[src/core/fps_pkg.sv]
// Package for the fault protection supervisor: states, carriers, timing constants
package fps_pkg;
  localparam int unsigned CLK_HZ = 20_000_000;
  localparam int unsigned OLP_BLANK_MS = 24;
  localparam int unsigned OLP_BLANK_CYC = OLP_BLANK_MS * (CLK_HZ / 1000);
  localparam int unsigned OVP_BLANK_US = 10;
  localparam int unsigned OVP_BLANK_CYC = OVP_BLANK_US * (CLK_HZ / 1_000_000);
  localparam int unsigned CNT_W = 20;

  typedef enum logic [3:0] {
    FPS_CHARGE  = 4'h1,
    FPS_RUN     = 4'h2,
    FPS_RESTART = 4'h4,
    FPS_LATCHED = 4'h8
  } fps_state_t;

  // Comparator results, raw asynchronous levels; synchronised inside the supervisor
  typedef struct packed {
    logic supply_overvoltage;
    logic supply_undervoltage;
    logic supply_turn_on;
    logic reg_overload;
    logic output_overvoltage;
    logic shorted_winding;
  } fps_cmp_t;

  typedef struct packed {
    logic overload_open_loop_fault;
    logic output_ovp_fault;
    logic short_winding_fault;
    logic supply_fault;
  } fps_flags_t;
endpackage

[src/core/fps_supervisor.sv]
// Fault protection supervisor: auto-restart and latch-off control
`timescale 1ns/10ps
module fps_supervisor #(
  parameter int unsigned OLP_CYC = fps_pkg::OLP_BLANK_CYC,
  parameter int unsigned OVP_CYC = fps_pkg::OVP_BLANK_CYC
) (
  input wire logic i_clk,
  input wire logic i_rst,
  input wire fps_pkg::fps_cmp_t i_cmp,
  input wire logic i_switch_on,
  input wire logic i_burst_mode,
  output logic o_gate_enable,
  output logic o_soft_start,
  output logic o_power_cell_en,
  output fps_pkg::fps_state_t o_state,
  output fps_pkg::fps_flags_t o_flags
);
  localparam logic [fps_pkg::CNT_W-1:0] OLP_LAST = fps_pkg::CNT_W'(OLP_CYC - 1);
  localparam logic [fps_pkg::CNT_W-1:0] OVP_LAST = fps_pkg::CNT_W'(OVP_CYC - 1);

  fps_pkg::fps_cmp_t cmp_meta;
  fps_pkg::fps_cmp_t cmp;
  logic sw_meta;
  logic sw_on;
  logic burst_meta;
  logic burst;
  fps_pkg::fps_state_t state;
  fps_pkg::fps_state_t next_state;
  logic [fps_pkg::CNT_W-1:0] olp_cnt;
  logic [fps_pkg::CNT_W-1:0] next_olp_cnt;
  logic [fps_pkg::CNT_W-1:0] ovp_cnt;
  logic [fps_pkg::CNT_W-1:0] next_ovp_cnt;
  logic soft_start;

  // Comparators are asynchronous analog outputs
  always_ff @(posedge i_clk or posedge i_rst) begin
    if (i_rst) begin
      cmp_meta <= '0;
      cmp <= '0;
      sw_meta <= 1'b0;
      sw_on <= 1'b0;
      burst_meta <= 1'b0;
      burst <= 1'b0;
    end else begin
      cmp_meta <= i_cmp;
      cmp <= cmp_meta;
      sw_meta <= i_switch_on;
      sw_on <= sw_meta;
      burst_meta <= i_burst_mode;
      burst <= burst_meta;
    end
  end

  wire running = (state == fps_pkg::FPS_RUN);
  wire supply_bad = cmp.supply_overvoltage | cmp.supply_undervoltage;
  wire olp_cond = running & cmp.reg_overload;
  // Sampled only in off-time; ringing during on-time would give false trips
  wire ovp_cond = running & ~sw_on & cmp.output_overvoltage;
  wire sw_trip = running & sw_on & cmp.shorted_winding;
  wire olp_trip = olp_cond & (olp_cnt == OLP_LAST);
  wire ovp_trip = ovp_cond & (ovp_cnt == OVP_LAST);
  wire latch_trip = ovp_trip | sw_trip;

  assign next_olp_cnt = olp_cond ? olp_cnt + 1'b1 : '0;
  assign next_ovp_cnt = ovp_cond ? ovp_cnt + 1'b1 : '0;

  always_comb begin
    next_state = state;
    case (state)
      fps_pkg::FPS_CHARGE: begin
        if (cmp.supply_turn_on && !supply_bad) begin
          next_state = fps_pkg::FPS_RUN;
        end
      end
      fps_pkg::FPS_RUN: begin
        if (latch_trip) begin
          next_state = fps_pkg::FPS_LATCHED;
        end else if (supply_bad || olp_trip) begin
          next_state = fps_pkg::FPS_RESTART;
        end
      end
      fps_pkg::FPS_RESTART: begin
        if (cmp.supply_undervoltage) begin
          next_state = fps_pkg::FPS_CHARGE;
        end
      end
      fps_pkg::FPS_LATCHED: begin
        if (cmp.supply_undervoltage) begin
          next_state = fps_pkg::FPS_CHARGE;
        end
      end
      default: next_state = fps_pkg::FPS_CHARGE;
    endcase
  end

  always_ff @(posedge i_clk or posedge i_rst) begin
    if (i_rst) begin
      state <= fps_pkg::FPS_CHARGE;
      olp_cnt <= '0;
      ovp_cnt <= '0;
      soft_start <= 1'b0;
    end else begin
      state <= next_state;
      olp_cnt <= (next_state == fps_pkg::FPS_RUN) ? next_olp_cnt : '0;
      ovp_cnt <= (next_state == fps_pkg::FPS_RUN) ? next_ovp_cnt : '0;
      soft_start <= (state == fps_pkg::FPS_CHARGE) && (next_state == fps_pkg::FPS_RUN);
    end
  end

  always_ff @(posedge i_clk or posedge i_rst) begin
    if (i_rst) begin
      o_gate_enable <= 1'b0;
      o_soft_start <= 1'b0;
      o_power_cell_en <= 1'b1;
      o_state <= fps_pkg::FPS_CHARGE;
      o_flags <= '0;
    end else begin
      o_gate_enable <= (next_state == fps_pkg::FPS_RUN);
      o_soft_start <= soft_start;
      // Cell only sources when supply sags below hold level, so enabling is harmless
      o_power_cell_en <= (next_state == fps_pkg::FPS_CHARGE)
        | (next_state == fps_pkg::FPS_LATCHED)
        | ((next_state == fps_pkg::FPS_RUN) & burst);
      o_state <= next_state;
      o_flags.overload_open_loop_fault <= olp_trip | (o_flags.overload_open_loop_fault
        & (next_state != fps_pkg::FPS_RUN));
      o_flags.output_ovp_fault <= ovp_trip | (o_flags.output_ovp_fault
        & (next_state == fps_pkg::FPS_LATCHED));
      o_flags.short_winding_fault <= sw_trip | (o_flags.short_winding_fault
        & (next_state == fps_pkg::FPS_LATCHED));
      o_flags.supply_fault <= (running & supply_bad) | (o_flags.supply_fault
        & (next_state != fps_pkg::FPS_RUN));
    end
  end

  property p_olp_blank;
    @(posedge i_clk) disable iff (i_rst)
    (olp_cond && olp_cnt == OLP_LAST && !latch_trip) |=> (state == fps_pkg::FPS_RESTART);
  endproperty
  a_olp_blank: assert property (p_olp_blank) else $error("overload not restarted");

  property p_timer_clear;
    @(posedge i_clk) disable iff (i_rst)
    (!olp_cond) |=> (olp_cnt == '0);
  endproperty
  a_timer_clear: assert property (p_timer_clear) else $error("overload timer kept");

  property p_sw_latch;
    @(posedge i_clk) disable iff (i_rst)
    sw_trip |=> (state == fps_pkg::FPS_LATCHED) ##0 !o_gate_enable;
  endproperty
  a_sw_latch: assert property (p_sw_latch) else $error("short winding not latched");

  property p_ovp_off_only;
    @(posedge i_clk) disable iff (i_rst)
    sw_on |=> (ovp_cnt == '0);
  endproperty
  a_ovp_off_only: assert property (p_ovp_off_only) else $error("ovp sampled on");

  property p_ovp_latch;
    @(posedge i_clk) disable iff (i_rst)
    ovp_trip |=> (state == fps_pkg::FPS_LATCHED);
  endproperty
  a_ovp_latch: assert property (p_ovp_latch) else $error("ovp not latched");

  property p_supply_off;
    @(posedge i_clk) disable iff (i_rst)
    (running && supply_bad) |=> !o_gate_enable;
  endproperty
  a_supply_off: assert property (p_supply_off) else $error("gate on in supply fault");

  property p_latch_hold;
    @(posedge i_clk) disable iff (i_rst)
    (state == fps_pkg::FPS_LATCHED && !cmp.supply_undervoltage)
      |=> (state == fps_pkg::FPS_LATCHED) && o_power_cell_en && !o_gate_enable;
  endproperty
  a_latch_hold: assert property (p_latch_hold) else $error("latch lost");

  property p_cell_latched;
    @(posedge i_clk) disable iff (i_rst)
    (o_state == fps_pkg::FPS_LATCHED) |-> o_power_cell_en;
  endproperty
  a_cell_latched: assert property (p_cell_latched) else $error("cell off latched");

  property p_burst_cell;
    @(posedge i_clk) disable iff (i_rst)
    (burst && next_state == fps_pkg::FPS_RUN) |=> o_power_cell_en;
  endproperty
  a_burst_cell: assert property (p_burst_cell) else $error("cell off in burst");

  property p_restart_cell;
    @(posedge i_clk) disable iff (i_rst)
    (state == fps_pkg::FPS_RESTART && cmp.supply_undervoltage) |=> o_power_cell_en;
  endproperty
  a_restart_cell: assert property (p_restart_cell) else $error("no recharge");

  property p_soft_start;
    @(posedge i_clk) disable iff (i_rst)
    (state == fps_pkg::FPS_CHARGE && next_state == fps_pkg::FPS_RUN) |=> ##1 o_soft_start;
  endproperty
  a_soft_start: assert property (p_soft_start) else $error("no soft start");

  property p_auto_class;
    @(posedge i_clk) disable iff (i_rst)
    (running && olp_trip && !latch_trip) |=> state != fps_pkg::FPS_LATCHED;
  endproperty
  a_auto_class: assert property (p_auto_class) else $error("overload latched");

  property p_uv_restart;
    @(posedge i_clk) disable iff (i_rst)
    (running && cmp.supply_undervoltage && !latch_trip) |=> state == fps_pkg::FPS_RESTART;
  endproperty
  a_uv_restart: assert property (p_uv_restart) else $error("uv missed");

  property p_olp_recognise;
    @(posedge i_clk) disable iff (i_rst)
    (running && cmp.reg_overload && next_state == fps_pkg::FPS_RUN) |=> olp_cnt != '0;
  endproperty
  a_olp_recognise: assert property (p_olp_recognise) else $error("olp not counted");

  property p_sw_recognise;
    @(posedge i_clk) disable iff (i_rst)
    (running && sw_on && cmp.shorted_winding) |=> o_flags.short_winding_fault;
  endproperty
  a_sw_recognise: assert property (p_sw_recognise) else $error("sw flag missing");

  c_start: cover property (@(posedge i_clk) disable iff (i_rst) soft_start);
  c_olp: cover property (@(posedge i_clk) disable iff (i_rst) olp_trip);
  c_latch: cover property (@(posedge i_clk) disable iff (i_rst) latch_trip);
  c_unlatch: cover property (@(posedge i_clk) disable iff (i_rst)
    state == fps_pkg::FPS_LATCHED ##1 state == fps_pkg::FPS_CHARGE);
endmodule // fps_supervisor

[config.mk]
export PLATFORM = sky130hd
export DESIGN_NAME = fps_supervisor
export DESIGN_NICKNAME = d
export VERILOG_FILES = /design/src/core/fps_pkg.sv /design/src/core/fps_supervisor.sv
export SDC_FILE = /design/constraint.sdc
export NUM_CORES = 1
export LEC_CHECK = 0
export BUFFER_PORTS_ARGS = -buffer_cell sky130_fd_sc_hd__clkbuf_2
export CORE_ASPECT_RATIO = 0.9
export CORE_MARGIN = 2
export CORE_UTILIZATION = 45
export DETAILED_ROUTE_END_ITERATION = 8
export SYNTH_ARGS = -nofsm -noshare
export SYNTH_HDL_FRONTEND = slang
export SYNTH_SLANG_ARGS = --single-unit
[constraint.sdc]
create_clock -name i_clk -period 2.43 [get_ports i_clk]
set_input_delay 0.729 -clock i_clk [delete_from_list [all_inputs] [get_ports i_clk]]
set_output_delay 0.729 -clock i_clk [all_outputs]
set_load 0.02 [all_outputs]
; Yosys cells after proc, flatten, opt, wreduce, memory -nomap -nowiden
; Cells that the tools add are included.
[op_classes]
mux = 9
eq_ne = 10
n_bitwise = 22
n_div = 0
addsub = 2
n_reduce_logical = 5
multipliers = 0
order_cmp = 0
n_shift = 0
[ops]
columns = operator, n
row1 = 2-to-1 mux 20 bit, 4
row2 = adder 20 x 1 -> 20 bit (second input constant), 2
row3 = == test 20 x 19 -> 1 bit (second input constant), 1
row4 = == test 20 x 8 -> 1 bit (second input constant), 1
row5 = 2-to-1 mux 4 bit, 4
row6 = AND 1 bit, 13
row7 = one-hot mux 4 bit (3 select lines), 1
row8 = == test 4 x 1 -> 1 bit (second input constant), 2
row9 = == test 4 x 2 -> 1 bit (second input constant), 2
row10 = == test 4 bit (second input constant), 2
row11 = bitwise OR 1 bit, 8
row12 = == test 4 x 3 -> 1 bit (second input constant), 1
row13 = inequality test 4 x 2 -> 1 bit (second input constant), 1
row14 = logical AND 1 bit, 2
row15 = OR reduction 2 bit, 1
row16 = zero test 1 bit, 1
row17 = logical OR 1 bit, 1
row18 = NOT 1 bit, 1
[word_totals]
latch_bits = 0
romBits = 0
in_bits = 10
mem_count = 0
regBits = 68
output_inout_bits = 11
ram_bits = 0
word_cells = 75

; Logic depth before layout (Yosys ltp)
; Gate-level depths: netlist of run 1.
[depth]
depth_word = 10
mapped_depth = 8
depth_no_buf = 6

; Least setup slack after synthesis of run 1
; Ideal clock, no wire load.
[synth_timing]
path_type = reg2reg
startpoint = reg, netlist name o_state[2]
endpoint = reg olp_cnt[10] in the netlist's numbering
setup_slack_ps = 305
path_buffers = 2
path_stages_with_launch = 7
arrival_time_ps = 2007
synth_period_minus_slack_ps = 2125
required_time_ps = 2311
setup_ps = 119
path_cell_list = dfrtp_1 or4b_4 o41ai_2 or3_1 buf_6 buf_6 nor2_1
[synth_lines]
columns = item, line_no
row1 = end signal: assignment, fps_supervisor.sv:104  ; olp_cnt <= (next_state == fps_pkg::FPS_RUN) ? next_olp_cnt : '0;
row2 = end: declaration, fps_supervisor.sv:29  ; logic [fps_pkg::CNT_W-1:0] olp_cnt;

==> results of run 1 <==
-- synth_stat cells, types with 3 or more instances --
cell type,instances,area [µm²]
and3_1,8,50.1
dfrtp_1,66,1650
inv_1,6,22.5
nand2_1,12,45.0
nand3_1,15,75.1
nand4_1,11,68.8
nor2_1,51,191
nor2b_1,3,18.8
nor3_1,4,20.0
nor4_1,5,31.3
nor4b_1,4,35.0
xnor2_1,15,131
xor2_1,22,193
-- layer usage --
layer | part of all wire (%) | up-vias
met5 | 0 | -
met2 | 43 | 25
li1 | - | 937
met4 | 1.6 | 0
met3 | 3.8 | 8
met1 | 51 | 911
-- logic make-up after synthesis --
family	after synthesis
and+or+nand+nor	124
adders and majority gates	2
buffers and inverters	10
xor gates and xnor gates	37
AOI/OAI and AO/OA	13
DFF	68
-- final cells by class --
type | count | area share [%]
Inverter | 6 | 0.786
Timing Repair Buffer | 25 | 5.24
Clock inverter | 7 | 2.73
Clock buffer | 9 | 3.70
Multi-Input combinational cell | 176 | 33.3
Sequential cell | 68 | 51.0
Tap cell | 87 | 3.25
-- state kept, by name (all words and copies together) (netlist names) --
signal           count
sw_on                1
burst_meta           1
o_power_cell_en      1
burst                1
ovp_cnt             20
cmp_meta             6
o_gate_enable        1
o_flags              4
cmp                  6
o_state              4
o_soft_start         1
soft_start           1
olp_cnt             20
sw_meta              1
-- where the power goes --
part           leakage [nW]  switching (W)  internal [W]   total, W
logic                 0.408      0.0000414     0.0000209  0.0000623
clock network         0.109       0.000432      0.000573    0.00101
registers             0.904     0.00000996       0.00115    0.00116
-- critical path, stage by stage (launching register included) --
cell and delay (ns):
dfrtp_1 0.44, or4b_4 0.57, o41ai_2 0.56, or3_1 0.23, buf_12 0.16, nor2_1 0.06
-- stage by stage --
step	std cells	power, W	instance area (µm²)
after floorplan	254	0.00122	2880
after global placement	362	0.00125	3130
after detailed placement	362	0.00125	3130
after CTS	378	0.00226	3340
after global routing	378	0.00232	3340
final	378	0.00223	3340
-- final timing paths --
check / startpoint / endpoint / slack, ns / depth (start not counted)
max: o_state[2] / ovp_cnt[7] / 0.29 / 5
min: cmp_meta[2] / cmp[2] / 0.35 / 0
max reg2reg: o_state[2] / ovp_cnt[7] / 0.29 / 5
min reg2reg: cmp_meta[2] / cmp[2] / 0.35 / 0
max in group asynchronous: i_rst / o_state[2] / 1.44 / 3
min in group asynchronous: i_rst / olp_cnt[18] / 0.43 / 2
==> results.yml, run 1 <==
global_route:
  top_usage_layer: "met2"
  grt_max_degree: 31
  met1_usage_pct: 22.3
  antenna_found_initial: 0
  grt_first_pass_wirelength_mm: 8.69
  grt_overflow: 0
  grt_pass1_vias: 1844
  grt_usage_pct: 16.4
  met2_usage_pct: 23.5
  grtUsageMet3_pct: 5.79
logic_synthesis:
  yosys.area_share.adder_pct: 0.871
  synth_area_um2: 2870
  synth_top_family_by_area: "simple AND/OR/NAND/NOR gates"
  syn_inst: 254
  syn_area_per_cell_um2: 11.3
  synth_edf_count: 0
  ys_seq_area_share_pct: 59.3
  ys_ff_latch: 68
  synth-compound-area-share_pct: 4.66
  async_flop_share_pct: 100
  ys.flop_type: "dfrtp_1"
  synthMuxAreaShare_pct: 0
  ys_types: 37
  yosysWarnings: 0
  syn_nets: 266
  synthSimpleGateAreaFrac_pct: 22.0
  synth-xor-area-share_pct: 11.3
clocking:
  cts_buffers: 9
  cts-root-buf: "clkbuf_8"
  worst_skew_pair.late_latency_ns: 0.34
  clkSinkCount: 68
  htreeDepth: 3
  post-cts-setup-buffer-count: 0
  clk_pin_slew_ns: 0.07
  cts_tree: "built"
  cts_buffer_depth: 2
  post_cts_resized: 0
  hold_buffers: 0
timing:
  tightest_slew_ns: 0.575
  slew_headroom_pct: 61.6
  hold_viol: 0
  post-route-min-period_ns: 2.14
  skew_ns: 0.00811
  finalSetupTns_ns: 0
  clock.fmax_ghz: 0.467
  whs_ns: 0.346
  fin_ws_ns: 0.288
  rsz0062_at_grt: "no"
  finalSetupViolCount: 0
  min_period_over_period_pct: 88.1
  slew_viol_final: 0
place:
  hpwl_mm: 3.28
  portBuffers: 20
  place.gp.congestion: 0.789
  dp_slack_ns: 0.290
cells_and_area:
  layout-drive-gt1-share_pct: 17.5
  final_cell_mix: "66 x dfrtp_1, 51 x nor2_1, 22 x xor2_1, 20 x clkbuf_2"
  final_common_cell: "dfrtp_1"
  area_growth_pct: 16.4
  multi_input_area_um2: 1110
  fin_nets: 298
  fill_cells: 543
  seqCellArea_um2: 1700
  n_antenna_cell: 0
  final_util_pct: 54.4
power_and_ir_drop:
  leakage_nw: 1.42
  power_density_nw_per_um2: 667
  ir_drop_uv: 404
routing:
  dr.pass1.iters: 4
  drc: 0
  drt_iter0_drc: 110
  wl_per_cell_um: 12.9
  ant_nets: 0
  routed_wl_mm: 4.89
  viasPerCell: 4.98
  via_count: 1881
die:
  design.core.area_um2: 6150
  io_pins: 21
  die_h_um: 79.8
  dieArea_um2: 7040
  start_util_pct: 46.7
  num_rows: 27
  die_w_um: 88.2
flow_run:
  cap_violations: 0
hold_path:
  hold_class: "flop to flop"
setup_path:
  cp_data_required_time_ns: 2.66
  crit_path_start_kind: "flop"
  end_kind: "flop"
  arrival_ns: 2.37
  criticalPathCategory: "flop to flop"
  crit_fanout: 20
run_status:
  status: "complete, no violations"
Note: power is estimated with default switching activity, not from simulation.
==> inputs of run 2 (changes only) <==
- CORE_ASPECT_RATIO: 0.9 -> default
- clock period: 2.43 -> 2.8 ns (I/O delays scaled with it)
==> results.yml, run 2 (same netlist as run 1, synthesis figures left out) <==
setup_path:
  end_kind: "flop"
  max_stage_delay_ns: 0.57
  arrival_ns: 2.40
  cp_data_required_time_ns: 3.02
  criticalPathCategory: "flop to flop"
  crit_path_start_kind: "flop"
  crit_family: "simple AND/OR/NAND/NOR gates"
  crit_fanout: 20
  path_buf_inv: 1
  cpMaxStageDelayCell: "or4b_4"
  cp_cell_sequence: "or4b_4 -> o41ai_2 -> or3_1 -> buf_4 -> nor2_1"
place:
  dp_slack_ns: 0.595
  hpwl_mm: 3.32
  portBuffers: 20
  place.gp.congestion: 0.809
die:
  dieArea_um2: 7040
  die_w_um: 83.9
  io_pins: 21
  num_rows: 29
  start_util_pct: 45.8
  design.core.area_um2: 6280
  die_h_um: 83.9
clocking:
  cts-root-buf: "clkbuf_8"
  cts_tree: "built"
  cts_buffer_depth: 2
  clk_pin_slew_ns: 0.08
  worst_skew_pair.late_latency_ns: 0.34
  post-cts-setup-buffer-count: 0
  htreeDepth: 3
  cts_buffers: 9
  clkSinkCount: 68
  post_cts_resized: 0
  hold_buffers: 0
power_and_ir_drop:
  leakage_nw: 1.38
  power_density_nw_per_um2: 551
  ir_drop_uv: 364
hold_path:
  hold_class: "flop to flop"
timing:
  skew_ns: 0.0150
  post-route-min-period_ns: 2.19
  hold_viol: 0
  slew_headroom_pct: 49.2
  finalSetupViolCount: 0
  fin_ws_ns: 0.614
  rsz0062_at_grt: "no"
  clock.fmax_ghz: 0.457
  slew_viol_final: 0
  min_period_over_period_pct: 78.1
  tightest_slew_ns: 0.752
  finalSetupTns_ns: 0
cells_and_area:
  fin_nets: 297
  layout-drive-gt1-share_pct: 17.2
  seqCellArea_um2: 1700
  n_antenna_cell: 0
  reg.largest.list: "olp_cnt x20, ovp_cnt x20"
  final_common_cell: "dfrtp_1"
  multi_input_area_um2: 1110
  final_cell_mix: "66 x dfrtp_1, 51 x nor2_1, 22 x xor2_1, 20 x clkbuf_2"
  fill_cells: 571
  area_growth_pct: 13.5
flow_run:
  cap_violations: 0
routing:
  dr.pass1.iters: 4
  wl_per_cell_um: 13.2
  via_count: 1900
  drt_iter0_drc: 87
  drc: 0
  routed_wl_mm: 4.84
  ant_nets: 0
  viasPerCell: 5.18
global_route:
  met1_usage_pct: 21.9
  grt_usage_pct: 15.5
  grt_pass1_vias: 1891
  grt_overflow: 0
  grt_max_degree: 69
  grtUsageMet3_pct: 3.26
  top_usage_layer: "met2"
  grt_first_pass_wirelength_mm: 8.66
  antenna_found_initial: 0
  met2_usage_pct: 22.6
run_status:
  status: "complete, no violations"
-- run 2: worst paths after layout --
kind	slack, ns	cells after the start	endpoint	from
max in group asynchronous	1.95	3	o_state[0]	i_rst
max reg2reg	0.61	5	ovp_cnt[8]	o_state[2]
min reg2reg	0.35	0	cmp[0]	cmp_meta[0]
max	0.61	5	ovp_cnt[8]	o_state[2]
min in group asynchronous	0.55	3	ovp_cnt[12]	i_rst
min	0.35	0	cmp[0]	cmp_meta[0]
-- run 2: area by class of cell --
cell class,instances,share of cell area (%)
Sequential cell,68,52.2
Multi-Input combinational cell,176,34.2
Tap cell,77,2.95
Clock inverter,7,1.76
Clock buffer,9,3.80
Timing Repair Buffer,24,4.37
Inverter,6,0.690
-- run 2: power breakdown --
group,switching [W],internal [W],leakage [nW]
sequential,0.00000888,0.00100,0.904
clock,0.000403,0.000333,0.0833
combinational,0.0000353,0.0000170,0.393
total,0.000447,0.00135,1.38
-- run 2: metal layers --
| metal | routed length (µm) | part of all wire (%) |
|---|---|---|
| met5 | 0 | 0 |
| met4 | 77 | 1.6 |
| met3 | 111 | 2.3 |
| met2 | 2220 | 46 |
| met1 | 2420 | 50 |
-- run 2: worst register-to-register path, cell delays in order (launching register included) --
cell and delay, ns:
dfrtp_1 0.45, or4b_4 0.57, o41ai_2 0.54, or3_1 0.19
buf_4 0.23, nor2_1 0.09
-- run 2: metrics by stage --
stage | area, µm² | instances | hold slack [ns] | utilization (%) | power, W
floorplan | 2870 | 254 | 0.331 | - | 0.00106
global placement | 3080 | 351 | 0.332 | 49.1 | 0.00108
detailed placement | 3080 | 351 | 0.335 | 49.1 | 0.00108
CTS | 3260 | 367 | 0.353 | 52.0 | 0.00182
global route | 3260 | 367 | 0.358 | 52.0 | 0.00186
finish | 3260 | 367 | 0.351 | 52.0 | 0.00180
==> inputs of run 3 (changes only) <==
- clock period: 2.8 -> 2.3 ns (I/O delays scaled with it)
==> results.yml, run 3 (same netlist as run 1, synthesis figures left out) <==
timing:
  hold_viol: 0
  slew_viol_final: 0
  skew_ns: 0.0144
  finalSetupViolCount: 0
  fin_ws_ns: 0.204
  tightest_slew_ns: 0.597
  rsz0062_at_grt: "no"
  post-route-min-period_ns: 2.10
  finalSetupTns_ns: 0
  clock.fmax_ghz: 0.477
  slew_headroom_pct: 59.9
  min_period_over_period_pct: 91.1
die:
  design.core.area_um2: 6280
  die_w_um: 83.9
  io_pins: 21
  die_h_um: 83.9
  start_util_pct: 45.8
  num_rows: 29
  dieArea_um2: 7040
hold_path:
  hold_class: "flop to flop"
  hold_end: "o_soft_start"
  hold_depth: 0
  min_from: "soft_start"
setup_path:
  worst-path-stages: 6
  max_stage_delay_ns: 0.54
  criticalPathCategory: "flop to flop"
  r2r_slack_ns: 0.20
  arrival_ns: 2.31
  crit_fanout: 19
  r2r_end: "olp_cnt[0]"
  cp_data_required_time_ns: 2.52
  cp_cell_sequence: "or4_1 -> or3_4 -> o21ai_4 -> or3_1 -> buf_12 -> nor2_1"
  end_kind: "flop"
  crit_path_start_kind: "flop"
  cpMaxStageDelayCell: "or4_1"
  path_buf_inv: 1
  crit_family: "simple AND/OR/NAND/NOR gates"
  r2r-start: "ovp_cnt[10]"
  r2r_cells: 6
global_route:
  antenna_found_initial: 0
  grt_first_pass_wirelength_mm: 8.60
  grt_pass1_vias: 1842
  grt_usage_pct: 15.4
  met1_usage_pct: 21.2
  grtUsageMet3_pct: 4.15
  top_usage_layer: "met2"
  grt_overflow: 0
  grt_max_degree: 69
  met2_usage_pct: 22.5
place:
  hpwl_mm: 3.24
  portBuffers: 20
  dp_slack_ns: 0.199
  place.gp.congestion: 0.786
cells_and_area:
  fin_nets: 298
  seqCellArea_um2: 1700
  n_antenna_cell: 0
  multi_input_area_um2: 1110
  area_growth_pct: 14.5
  layout-drive-gt1-share_pct: 17.5
  fill_cells: 567
  final_cell_mix: "66 x dfrtp_1, 51 x nor2_1, 22 x xor2_1, 20 x clkbuf_2"
  final_common_cell: "dfrtp_1"
  reg.largest.list: "olp_cnt x20, ovp_cnt x20"
routing:
  via_count: 1887
  routed_wl_mm: 4.80
  drt_iter0_drc: 65
  ant_nets: 0
  dr.pass1.iters: 4
  drc: 0
  viasPerCell: 5.13
  wl_per_cell_um: 13.0
run_status:
  status: "complete, no violations"
power_and_ir_drop:
  ir_drop_uv: 459
  leakage_nw: 1.40
  power_density_nw_per_um2: 653
clocking:
  cts_tree: "built"
  worst_skew_pair.late_latency_ns: 0.34
  htreeDepth: 3
  clk_pin_slew_ns: 0.08
  cts-root-buf: "clkbuf_8"
  hold_buffers: 0
  clkSinkCount: 68
  cts_buffers: 9
  post-cts-setup-buffer-count: 0
  post_cts_resized: 0
  cts_buffer_depth: 2
flow_run:
  cap_violations: 0
[run 3: cell types whose count changed in the layout (fill, tap and decap cells not counted), sizes merged]
cell | previous run | this run
inv | 10 | 6
clkinv | 0 | 4
buf | 4 | 5
[run 3: worst register-to-register path: cells and delay by family, from the launching register on]
family / cells / cell delay [ns]
AOI/OAI and AO/OA: 1 / 0.19
buffers and inverters: 1 / 0.15
and+or+nand+nor: 4 / 1.21
DFF: 1 / 0.42
[run 3: layout make-up]
cell class / instances / area share (%)
Timing Repair Buffer: 25 / 5.32
Tap cell: 77 / 2.93
Sequential cell: 68 / 51.8
Multi-Input combinational cell: 176 / 33.9
Clock buffer: 9 / 3.76
Inverter: 6 / 0.798
Clock inverter: 7 / 1.56
[run 3: worst max path at each step]
stage                start               to  slack [ns]
2_1_floorplan   o_state[2]      olp_cnt[14]        0.17
3_3_place_gp   ovp_cnt[10]  o_power_cell_en        0.18
3_5_place_dp   ovp_cnt[10]  o_power_cell_en        0.20
4_1_cts        ovp_cnt[10]       olp_cnt[0]        0.19
5_1_grt        ovp_cnt[10]       olp_cnt[6]        0.07
6_report       ovp_cnt[10]       olp_cnt[0]        0.20
[run 3: per-layer routing]
metal | up-vias | wire length (µm)
li1 | 944 | -
met1 | 911 | 2340
met2 | 26 | 2240
met3 | 6 | 140
met4 | 0 | 87
met5 | - | 0
[run 3: report_power, final]
part	switching [W]	internal, W	leakage (nW)
logic	0.0000433	0.0000214	0.409
registers	0.0000104	0.00122	0.904
clock network	0.000463	0.000394	0.0856
[run 3: stage by stage]
step	util, %	instances	power [W]	hold WS, ns	area (µm²)
3_5_place_dp	49.7	352	0.00132	0.335	3120
2_1_floorplan	-	254	0.00129	0.331	2880
5_1_grt	52.4	368	0.00224	0.362	3290
3_3_place_gp	49.7	352	0.00132	0.332	3120
4_1_cts	52.4	368	0.00218	0.354	3290
6_report	52.4	368	0.00215	0.351	3290
